File: src/design/hub_pkg.sv
// Shared constants and carrier types for the sensor hub FIFO command decoder
package hub_pkg;
  localparam int SMP_W = 48;
  localparam int FIFO_DEPTH = 16;
  localparam int PTR_W = 4;
  localparam int CNT_W = 5;
  localparam logic [CNT_W-1:0] CNT_FULL = 5'h10;
  localparam logic [2:0] SMP_LAST = 3'h5;
  localparam logic [2:0] WCNT_SAT = 3'h4;
  localparam logic [7:0] FAM_OUT_FIFO = 8'h12;
  localparam logic [7:0] FAM_IN_INFO = 8'h13;
  localparam logic [7:0] FAM_IN_WRITE = 8'h14;
  localparam logic [7:0] FAM_REG_WR = 8'h40;
  localparam logic [7:0] FAM_REG_RD = 8'h41;
  localparam logic [7:0] IDX_OUT_COUNT = 8'h00;
  localparam logic [7:0] IDX_OUT_DATA = 8'h01;
  localparam logic [7:0] IDX_SMP_SIZE = 8'h00;
  localparam logic [7:0] IDX_IN_CAP = 8'h01;
  localparam logic [7:0] IDX_SNS_CAP = 8'h02;
  localparam logic [7:0] IDX_IN_OCC = 8'h03;
  localparam logic [7:0] IDX_SNS_OCC = 8'h04;
  localparam logic [7:0] IDX_IN_WRITE = 8'h00;
  localparam logic [7:0] SEL_ACCEL = 8'h04;
  localparam logic [7:0] ACCEL_SMP_BYTES = 8'h06;
  localparam logic [15:0] IN_FIFO_CAP = 16'h0010;
  localparam logic [15:0] SNS_FIFO_CAP = 16'h0020;
  localparam logic [7:0] ST_OK = 8'h00;
  localparam logic [7:0] ST_BAD_CMD = 8'h02;
  localparam logic [7:0] ST_BUSY = 8'hFE;

  typedef enum logic [0:0] {P_IDLE, P_WAIT} phase_e;

  typedef struct packed {
    logic start;
    logic valid;
    logic [7:0] data;
    logic stop;
  } host_wr_s;

  typedef struct packed {
    logic wr;
    logic rd;
    logic [7:0] sel;
    logic [7:0] addr;
    logic [7:0] wdata;
  } sreg_req_s;

  typedef struct packed {
    phase_e phase;
    logic [2:0] wcnt;
    logic [7:0] fam;
    logic [7:0] idx;
    logic [7:0] arg0;
    logic [7:0] arg1;
    logic [7:0] status;
    logic [7:0] resp1;
    logic [7:0] resp2;
    logic [1:0] rlen;
    logic [1:0] rpos;
    logic stream;
    logic [2:0] boff;
    logic [PTR_W-1:0] out_head;
    logic [PTR_W-1:0] out_tail;
    logic [CNT_W-1:0] out_cnt;
    logic out_stale;
    logic [PTR_W-1:0] in_head;
    logic [PTR_W-1:0] in_tail;
    logic [CNT_W-1:0] in_cnt;
    logic in_stale;
    logic [39:0] asm_buf;
    logic [2:0] asm_cnt;
    logic [7:0] rd_data;
    logic rd_valid;
    sreg_req_s sreg;
    logic flag;
  } state_s;

  localparam state_s STATE_RST = '0;
endpackage

File: src/design/sample_mem.sv
// Small sample memory with registered read data
`timescale 1ns/1ps
module sample_mem #(
  parameter int W = 48,
  parameter int D = 16,
  parameter int AW = 4
) (
  input wire logic clk, // System clock
  input wire logic wen, // Write strobe
  input wire logic [AW-1:0] waddr, // Write address
  input wire logic [W-1:0] wdata, // Write data
  input wire logic [AW-1:0] raddr, // Read address
  output logic [W-1:0] rdata // Registered read data
);
  logic [W-1:0] mem [D];

  always_ff @(posedge clk) begin
    if (wen) begin
      mem[waddr] <= wdata;
    end
    rdata <= mem[raddr];
  end
endmodule

File: src/design/sensor_hub_fifo_cmd_decoder.sv
// Sensor hub command decoder for output, input and sensor FIFOs and register pass-through
// Overview of operation
// - 0x12/0x00 returns output FIFO sample count
// - 0x12/0x01 streams samples, pop after six bytes
// - 0x13/0x00 with selector 0x04 returns 0x06
// - Sample is three signed 16-bit axis values
// - 0x13/0x01 returns input FIFO capacity, MSB first
// - 0x13/0x02 with selector 0x04 returns sensor FIFO capacity, MSB first
// - 0x14/0x00 writes samples into input FIFO
// - 0x40 writes address and value to sensor
// - 0x41 reads addressed register from chosen sensor
// - Input FIFO serves externally supplied accelerometer
// - Threshold reached sets flag and drives pin
`timescale 1ns/1ps
module sensor_hub_fifo_cmd_decoder (
  input wire logic clk, // 20 MHz clock
  input wire logic sys_rst, // Synchronous reset, high
  input wire hub_pkg::host_wr_s host_wr, // Host write byte stream
  input wire logic host_rd_req, // Host asks next response byte
  output logic [7:0] host_rd_data, // Response byte
  output logic host_rd_valid, // Response byte valid pulse
  input wire logic out_push, // Producer pushes output sample
  input wire logic [hub_pkg::SMP_W-1:0] out_sample, // Output sample
  output logic out_ready, // Output FIFO not full
  output logic [hub_pkg::SMP_W-1:0] in_smp_data, // Input FIFO head sample
  output logic in_smp_valid, // Input FIFO head valid
  input wire logic in_smp_ready, // Consumer takes head sample
  input wire logic [15:0] sns_fifo_count, // Sensor FIFO occupancy
  output hub_pkg::sreg_req_s sreg_req, // Sensor register request
  input wire logic [7:0] sreg_rdata, // Sensor register read value
  input wire logic sreg_rvalid, // Sensor read value valid
  input wire logic [7:0] fifo_threshold, // Interrupt threshold, 0 off
  output logic data_ready_flag, // Threshold reached
  output logic multi_function_io_pin_n // Interrupt to host, low active
);
  import hub_pkg::*;

  state_s s_reg, s_next;
  logic [SMP_W-1:0] out_rdata;
  logic exec, out_pop, in_push, in_pop, out_wen;

  function automatic logic [CNT_W-1:0] cnt_step(logic [CNT_W-1:0] c, logic inc, logic dec);
    cnt_step = CNT_W'(c + CNT_W'(inc) - CNT_W'(dec));
  endfunction

  function automatic logic [7:0] byte_sel(logic [SMP_W-1:0] w, logic [2:0] n);
    byte_sel = w[SMP_W-1-8*n -: 8];
  endfunction

  // Axis values kept MSB first, X then Y then Z
  sample_mem #(.W(SMP_W), .D(FIFO_DEPTH), .AW(PTR_W)) u_out_mem (
    .clk(clk),
    .wen(out_wen),
    .waddr(s_reg.out_tail),
    .wdata(out_sample),
    .raddr(s_reg.out_head),
    .rdata(out_rdata)
  );

  sample_mem #(.W(SMP_W), .D(FIFO_DEPTH), .AW(PTR_W)) u_in_mem (
    .clk(clk),
    .wen(in_push),
    .waddr(s_reg.in_tail),
    .wdata({s_reg.asm_buf, host_wr.data}),
    .raddr(s_reg.in_head),
    .rdata(in_smp_data)
  );

  assign out_ready = s_reg.out_cnt != CNT_FULL;
  assign out_wen = out_push && out_ready;
  // Read data lags a pop, or a push into an empty FIFO, by one cycle; hide the stale word
  assign in_smp_valid = (s_reg.in_cnt != '0) && !s_reg.in_stale;
  assign in_pop = in_smp_valid && in_smp_ready;
  assign host_rd_data = s_reg.rd_data;
  assign host_rd_valid = s_reg.rd_valid;
  assign sreg_req = s_reg.sreg;
  assign data_ready_flag = s_reg.flag;
  assign multi_function_io_pin_n = !s_reg.flag;

  always_comb begin
    logic bad;
    bad = 1'b0;
    s_next = s_reg;
    s_next.rd_valid = 1'b0;
    s_next.sreg.wr = 1'b0;
    s_next.sreg.rd = 1'b0;
    out_pop = 1'b0;
    in_push = 1'b0;
    exec = host_wr.stop && (s_reg.wcnt >= 3'h2) && (s_reg.phase == P_IDLE);
    // Write phase collection
    if (host_wr.start) begin
      s_next.wcnt = '0;
      s_next.asm_cnt = '0;
    end else if (host_wr.valid) begin
      case (s_reg.wcnt)
        3'h0: s_next.fam = host_wr.data;
        3'h1: s_next.idx = host_wr.data;
        3'h2: s_next.arg0 = host_wr.data;
        3'h3: s_next.arg1 = host_wr.data;
        default: ;
      endcase
      if (s_reg.wcnt != WCNT_SAT) begin
        s_next.wcnt = s_reg.wcnt + 3'h1;
      end
      if (s_reg.fam == FAM_IN_WRITE && s_reg.idx == IDX_IN_WRITE && s_reg.wcnt >= 3'h2) begin
        if (s_reg.asm_cnt == SMP_LAST) begin
          // Full FIFO drops the sample; host should poll occupancy first
          in_push = s_reg.in_cnt != CNT_FULL;
          s_next.asm_cnt = '0;
        end else begin
          s_next.asm_buf = {s_reg.asm_buf[31:0], host_wr.data};
          s_next.asm_cnt = s_reg.asm_cnt + 3'h1;
        end
      end
    end
    // Command execution at end of write
    if (exec) begin
      s_next.stream = 1'b0;
      s_next.rpos = '0;
      s_next.rlen = 2'h1;
      s_next.status = ST_OK;
      s_next.boff = '0;
      case (s_reg.fam)
        FAM_OUT_FIFO: begin
          if (s_reg.idx == IDX_OUT_COUNT) begin
            s_next.resp1 = 8'(s_reg.out_cnt);
            s_next.rlen = 2'h2;
          end else if (s_reg.idx == IDX_OUT_DATA) begin
            s_next.stream = 1'b1;
          end else begin
            bad = 1'b1;
          end
        end
        FAM_IN_INFO: begin
          s_next.rlen = 2'h3;
          case (s_reg.idx)
            IDX_SMP_SIZE: begin
              bad = !(s_reg.wcnt >= 3'h3 && s_reg.arg0 == SEL_ACCEL);
              s_next.resp1 = ACCEL_SMP_BYTES;
              s_next.rlen = 2'h2;
            end
            IDX_IN_CAP: {s_next.resp1, s_next.resp2} = IN_FIFO_CAP;
            IDX_SNS_CAP: begin
              bad = !(s_reg.wcnt >= 3'h3 && s_reg.arg0 == SEL_ACCEL);
              {s_next.resp1, s_next.resp2} = SNS_FIFO_CAP;
            end
            IDX_IN_OCC: {s_next.resp1, s_next.resp2} = 16'(s_reg.in_cnt);
            IDX_SNS_OCC: {s_next.resp1, s_next.resp2} = sns_fifo_count;
            default: bad = 1'b1;
          endcase
        end
        FAM_IN_WRITE: bad = s_reg.idx != IDX_IN_WRITE;
        FAM_REG_WR: begin
          if (s_reg.wcnt >= WCNT_SAT) begin
            s_next.sreg = '{wr: 1'b1, rd: 1'b0, sel: s_reg.idx, addr: s_reg.arg0, wdata: s_reg.arg1};
          end else begin
            bad = 1'b1;
          end
        end
        FAM_REG_RD: begin
          if (s_reg.wcnt >= 3'h3) begin
            s_next.sreg = '{wr: 1'b0, rd: 1'b1, sel: s_reg.idx, addr: s_reg.arg0, wdata: 8'h00};
            s_next.phase = P_WAIT;
            s_next.rlen = 2'h2;
          end else begin
            bad = 1'b1;
          end
        end
        default: bad = 1'b1;
      endcase
      if (bad) begin
        s_next.status = ST_BAD_CMD;
        s_next.rlen = 2'h1;
        s_next.stream = 1'b0;
        s_next.phase = P_IDLE;
        s_next.sreg.wr = 1'b0;
        s_next.sreg.rd = 1'b0;
      end
    end
    if (s_reg.phase == P_WAIT && sreg_rvalid) begin
      s_next.resp1 = sreg_rdata;
      s_next.phase = P_IDLE;
    end
    // Read phase; first byte is the status, or ST_BUSY while a register read is pending
    if (host_rd_req) begin
      s_next.rd_valid = 1'b1;
      s_next.rd_data = 8'h00;
      if (s_reg.phase == P_WAIT) begin
        s_next.rd_data = ST_BUSY;
      end else if (s_reg.rpos == 2'h0) begin
        s_next.rd_data = s_reg.status;
        s_next.rpos = 2'h1;
      end else if (s_reg.stream) begin
        if (s_reg.out_cnt != '0 && !s_reg.out_stale) begin
          s_next.rd_data = byte_sel(out_rdata, s_reg.boff);
          if (s_reg.boff == SMP_LAST) begin
            s_next.boff = '0;
            out_pop = 1'b1;
          end else begin
            s_next.boff = s_reg.boff + 3'h1;
          end
        end
      end else if (s_reg.rpos < s_reg.rlen) begin
        s_next.rd_data = (s_reg.rpos == 2'h1) ? s_reg.resp1 : s_reg.resp2;
        s_next.rpos = s_reg.rpos + 2'h1;
      end
    end
    // FIFO bookkeeping
    if (out_wen) begin
      s_next.out_tail = PTR_W'(s_reg.out_tail + 1'b1);
    end
    if (out_pop) begin
      s_next.out_head = PTR_W'(s_reg.out_head + 1'b1);
    end
    s_next.out_cnt = cnt_step(s_reg.out_cnt, out_wen, out_pop);
    // First push lands in the head slot after its read was already taken
    s_next.out_stale = out_pop || (out_wen && s_reg.out_cnt == '0);
    if (in_push) begin
      s_next.in_tail = PTR_W'(s_reg.in_tail + 1'b1);
    end
    if (in_pop) begin
      s_next.in_head = PTR_W'(s_reg.in_head + 1'b1);
    end
    s_next.in_cnt = cnt_step(s_reg.in_cnt, in_push, in_pop);
    s_next.in_stale = in_pop || (in_push && s_reg.in_cnt == '0);
    s_next.flag = (fifo_threshold != 8'h00) && (8'(s_reg.out_cnt) >= fifo_threshold);
  end

  always_ff @(posedge clk) begin
    if (sys_rst) begin
      s_reg <= STATE_RST;
    end else begin
      s_reg <= s_next;
    end
  end

  a_count_resp: assert property (@(posedge clk) disable iff (sys_rst)
    exec && s_reg.fam == FAM_OUT_FIFO && s_reg.idx == IDX_OUT_COUNT
    |=> s_reg.resp1 == 8'($past(s_reg.out_cnt)) && s_reg.rlen == 2'h2)
    else $error("count response wrong");
  a_pop_after_six: assert property (@(posedge clk) disable iff (sys_rst)
    $fell(s_reg.boff == SMP_LAST) && s_reg.stream && !$past(exec) |-> s_reg.out_stale && s_reg.boff == 3'h0)
    else $error("output pop not after six bytes");
  a_accel_size: assert property (@(posedge clk) disable iff (sys_rst)
    exec && s_reg.fam == FAM_IN_INFO && s_reg.idx == IDX_SMP_SIZE && s_reg.arg0 == SEL_ACCEL && s_reg.wcnt >= 3'h3
    |=> s_reg.resp1 == ACCEL_SMP_BYTES && s_reg.status == ST_OK)
    else $error("sample size answer wrong");
  a_in_capacity: assert property (@(posedge clk) disable iff (sys_rst)
    exec && s_reg.fam == FAM_IN_INFO && s_reg.idx == IDX_IN_CAP
    |=> {s_reg.resp1, s_reg.resp2} == IN_FIFO_CAP && s_reg.rlen == 2'h3)
    else $error("input capacity answer wrong");
  a_in_push_count: assert property (@(posedge clk) disable iff (sys_rst)
    in_push && !in_pop |=> s_reg.in_cnt == $past(s_reg.in_cnt) + 5'h01)
    else $error("input push not counted");
  a_sreg_write: assert property (@(posedge clk) disable iff (sys_rst)
    exec && s_reg.fam == FAM_REG_WR && s_reg.wcnt >= WCNT_SAT
    |=> sreg_req.wr && sreg_req.addr == $past(s_reg.arg0) ##1 !sreg_req.wr)
    else $error("register write not passed");
  a_sreg_read: assert property (@(posedge clk) disable iff (sys_rst)
    s_reg.phase == P_WAIT && sreg_rvalid |=> s_reg.resp1 == $past(sreg_rdata) && s_reg.phase == P_IDLE)
    else $error("register read value lost");
  a_in_occupancy: assert property (@(posedge clk) disable iff (sys_rst)
    exec && s_reg.fam == FAM_IN_INFO && s_reg.idx == IDX_IN_OCC
    |=> {s_reg.resp1, s_reg.resp2} == 16'($past(s_reg.in_cnt)))
    else $error("input occupancy answer wrong");
  a_flag_thresh: assert property (@(posedge clk) disable iff (sys_rst)
    fifo_threshold != 8'h00 && 8'(s_reg.out_cnt) >= fifo_threshold && $stable(fifo_threshold)
    |=> data_ready_flag && !multi_function_io_pin_n)
    else $error("threshold flag not raised");
endmodule

File: config.mk
export PLATFORM = sky130hd
export DESIGN_NAME = sensor_hub_fifo_cmd_decoder
export DESIGN_NICKNAME = d
export VERILOG_FILES = /design/src/design/hub_pkg.sv /design/src/design/sample_mem.sv /design/src/design/sensor_hub_fifo_cmd_decoder.sv
export SDC_FILE = /design/constraint.sdc
export NUM_CORES = 2
export LEC_CHECK = 0
export BUFFER_PORTS_ARGS = -buffer_cell sky130_fd_sc_hd__buf_2
export CORE_ASPECT_RATIO = 0.5
export CORE_MARGIN = 1.5
export CORE_UTILIZATION = 33
export CTS_CLUSTER_SIZE = 30
export DETAILED_ROUTE_END_ITERATION = 6
export PLACE_DENSITY_LB_ADDON = 0.25
export SYNTH_ARGS = -nofsm -noshare
export SYNTH_HDL_FRONTEND = slang
export SYNTH_SLANG_ARGS = --single-unit
File: constraint.sdc
create_clock -name clk -period 4.6 [get_ports clk]
set_input_delay 0.46 -clock clk [delete_from_list [all_inputs] [get_ports clk]]
set_output_delay 0.46 -clock clk [all_outputs]
set_load 0.005 [all_outputs]
==> out/results.ini <==
[detailed_routing]
drcViolationCount=0
drt_first_pass_iters=7
wire_per_inst_um=24.71
vias=33964
drt_wl_total_mm=166.6
drt_iter0_markers=2782
vias_per_cell=5.037
ant_nets=0

[clock_network]
htree_levels=4
cts_made_buffers=174
worstSkewPairLatency_ns=0.82
clk_pin_slew_worst_paths_ns=0.06
cts_max_path_buffers=4
clock-sinks=1800
post_cts_resized=0
cts_root_buf=clkbuf_16
post_cts_buffers=0
cts_tree=done

[worst_setup_path]
cp-endpoint=s_reg[84]
critPathLaunch=s_reg[168]
r2r-start=s_reg[168]
reg2reg_depth=14
path_cells=nor4b_2 > nand4_1 > nor3_2 > buf_4 > inv_2 > ha_1 > inv_1 > ha_1 > fa_1 > a21oi_1 > nor2_1 > nor2_1 > xnor2_1 > nor2_1
crit_top_cell=nor2_1
critPathLaunchType=flip-flop
critPathKind=flip-flop to flip-flop
cpMaxStageDelayCell=nor4b_2
r2r-end=s_reg[84]
cpPeakStageDelay_ns=0.58
crit_arrival_ns=4.04
crit_fanout=18
cp.required_ns=5.27
r2r_setup_slack_ns=1.24
crit_path_end_kind=flip-flop

[synth]
synth-edff-count=1536
synth-seq-area-share_pct=75.36
yosysWarnings=0
synth_top_area_cell=edfxtp_1
synthCells=3615
yosysUniqueCellTypes=71
synth_nets=3750
yosys_register_bits=1800
async_flop_share_pct=0
synth.avg_cell_area_um2=18.87
synthFlopType=edfxtp_1
yosys.area.top_type_share_pct=67.61
synth_area_leaders=edfxtp_1, mux4_2, dfxtp_1, mux2i_1, nand2_1
synth_area_um2=68220

[die]
coreArea_um2=204500
ios=184
die_h_um=324.5
initial_core_util_pct=33.36
die_area_um2=209600
rows=117
die_x_um=646.0

[grt]
gr-total-overflow=0
grt_pass1_vias=35533
grt_first_pass_wirelength_mm=244.6
grt_max_degree=71
antenna_found_initial=13
grt.total_usage_pct=15.72

[power]
p_per_area_nw_per_um2=442.1
finalPower_mw=34.70
leakage_nw=25.29
ir_drop_uv=257.4

[sta]
drv_slew=0
setup_viol=0
slew_headroom_pct=17.68
rsz0062_at_grt=false
worstMarginPinSlew_ns=1.227
setup_slack_ns=1.235
fin_tns_setup_ns=0
clock-skew-final_ns=0.07603
fmax_ghz=0.2972
finalCriticalPeriod_ns=3.365
finalCritPeriodShare_pct=73.15
hold_violations=0
worst_hold_slack_ns=0.05083

[place]
globalplace.congestion=0.7754
dp_hpwl_mm=90.25
io_buffers=183
dp_slack_ns=1.288

[cells_and_area]
nets=4004
drive_above_1_share_pct=23.55
areaGrowthSynthToFinish_pct=15.07

[outcome]
status=finished clean

[min_path]
hold_class=primary input to flip-flop

[job]
maxCapViolations=0

[how the worst min path moves through the flow]
stage	start	endpoint	slack [ns]	cells past startpoint
4_1_cts	sreg_rvalid	s_reg[174]	0.002	3
2_1_floorplan	s_reg[114]	s_reg[114]	0.43	2
3_3_place_gp	sreg_req[9]	sreg_req[9]	0.44	2
6_report	sreg_rvalid	s_reg[174]	0.05	3
3_5_place_dp	sreg_req[9]	sreg_req[9]	0.44	2
5_1_grt	out_sample[46]	u_out_mem.mem[7][46]	0.02	1
[cells in the mapped netlist, drive strengths merged (3+ instances only)]
library cell	n
a22oi	55
mux4	344
ha	36
dfxtp	264
nand4	6
clkbuf	120
a21o	9
or3	5
nor4b	7
nand3b	6
a211oi	4
a221oi	62
and2	13
nand2b	11
nand3	9
buf	105
mux2i	164
and3b	3
nor2	94
nor2b	9
xor2	8
and3	15
nand2	264
mux2	55
xnor2	11
o21ai	108
a21oi	170
inv	49
nor3b	4
a31oi	3
o22ai	7
edfxtp	1536
nor4	9
nor3	20
[logic make-up (layout without fill, tap and decap cells)]
logic type,count (synthesis),count (layout),share of synthesized area [%]
other cells,0,2,0
compound gates,432,432,3.857
xor+xnor,19,19,0.2439
mux,563,563,14.67
buf+inv,274,663,1.818
flops,1800,1800,75.36
simple gates,488,488,3.316
fa+ha+maj,39,39,0.7336
[what timing repair did]
| action | CTS | global route |
|---|---|---|
| endpoints found under the hold margin | 384 | 0 |
| endpoints found under the setup margin | 0 | 0 |
| hold buffers | 51 | 0 |
[critical path, delay by kind of cell (launching register included)]
kind / cells / cell delay, ns
AO/OA/AOI/OAI: 1 / 0.15
XOR/XNOR: 1 / 0.13
adder cells (fa/ha/maj): 3 / 0.91
buffers and inverters: 3 / 0.33
flip-flops: 1 / 0.33
AND/OR/NAND/NOR: 6 / 1.35
[layer usage]
| layer | track usage (%) | share of wire [%] | up-vias |
|---|---|---|---|
| met3 | 2.363 | 3.6 | 224 |
| met4 | 3.253 | 1.8 | 6 |
| met2 | 26.85 | 50 | 655 |
| met5 | 0 | 0.023 | - |
| met1 | 21.32 | 45 | 18135 |
| li1 | - | - | 14944 |
[stage by stage]
stage          cell area (µm²)  instances  util, %
4_1_cts                  78490       6741    38.38
6_report                 78500       6743    38.38
5_1_grt                  78500       6743    38.38
2_1_floorplan            68240       3615        -
3_5_place_dp             72600       6379    35.50
3_3_place_gp             72600       6379    35.50
[power breakdown]
group | switching, mW | internal (mW) | total [mW]
Combinational | 1.39 | 1.18 | 2.57
Clock | 6.01 | 7.83 | 13.8
Sequential | 0.327 | 18.0 | 18.3
Total | 7.73 | 27.0 | 34.7
[final cells by class]
cell class,instances,area [µm²]
Fill cell,18464,126000
Sequential cell,1800,51440
Multi-Input combinational cell,1541,15790
Clock buffer,235,4695
Tap cell,2737,3425
Timing Repair Buffer,303,2276
Clock inverter,76,690.7
Inverter,49,183.9
Antenna cell,2,5.005
[cells in the final DEF, fill, tap and decap left out, types with 6 or more instances in the layout]
cell type / instances
nand2_1: 263
a21o_1: 9
nor2b_1: 8
o21ai_0: 107
inv_1: 48
nor2_1: 82
buf_4: 43
mux2i_1: 164
o22ai_1: 7
clkbuf_16: 175
buf_2: 182
xnor2_1: 11
bufinv_16: 12
dlygate4sd3_1: 51
a221oi_1: 62
a22oi_1: 55
nand2b_1: 11
xor2_1: 8
clkinv_1: 28
mux2_2: 55
ha_1: 36
a21oi_1: 170
and2_1: 8
nor2_4: 12
nand3_1: 8
and3_4: 7
clkbuf_8: 9
nor3_1: 13
mux4_2: 344
dfxtp_1: 256
edfxtp_1: 1536
nand4_1: 6
buf_12: 26
clkinv_2: 27
clkbuf_1: 51
dfxtp_4: 7
No activity file was read; power rests on OpenSTA's default activity.
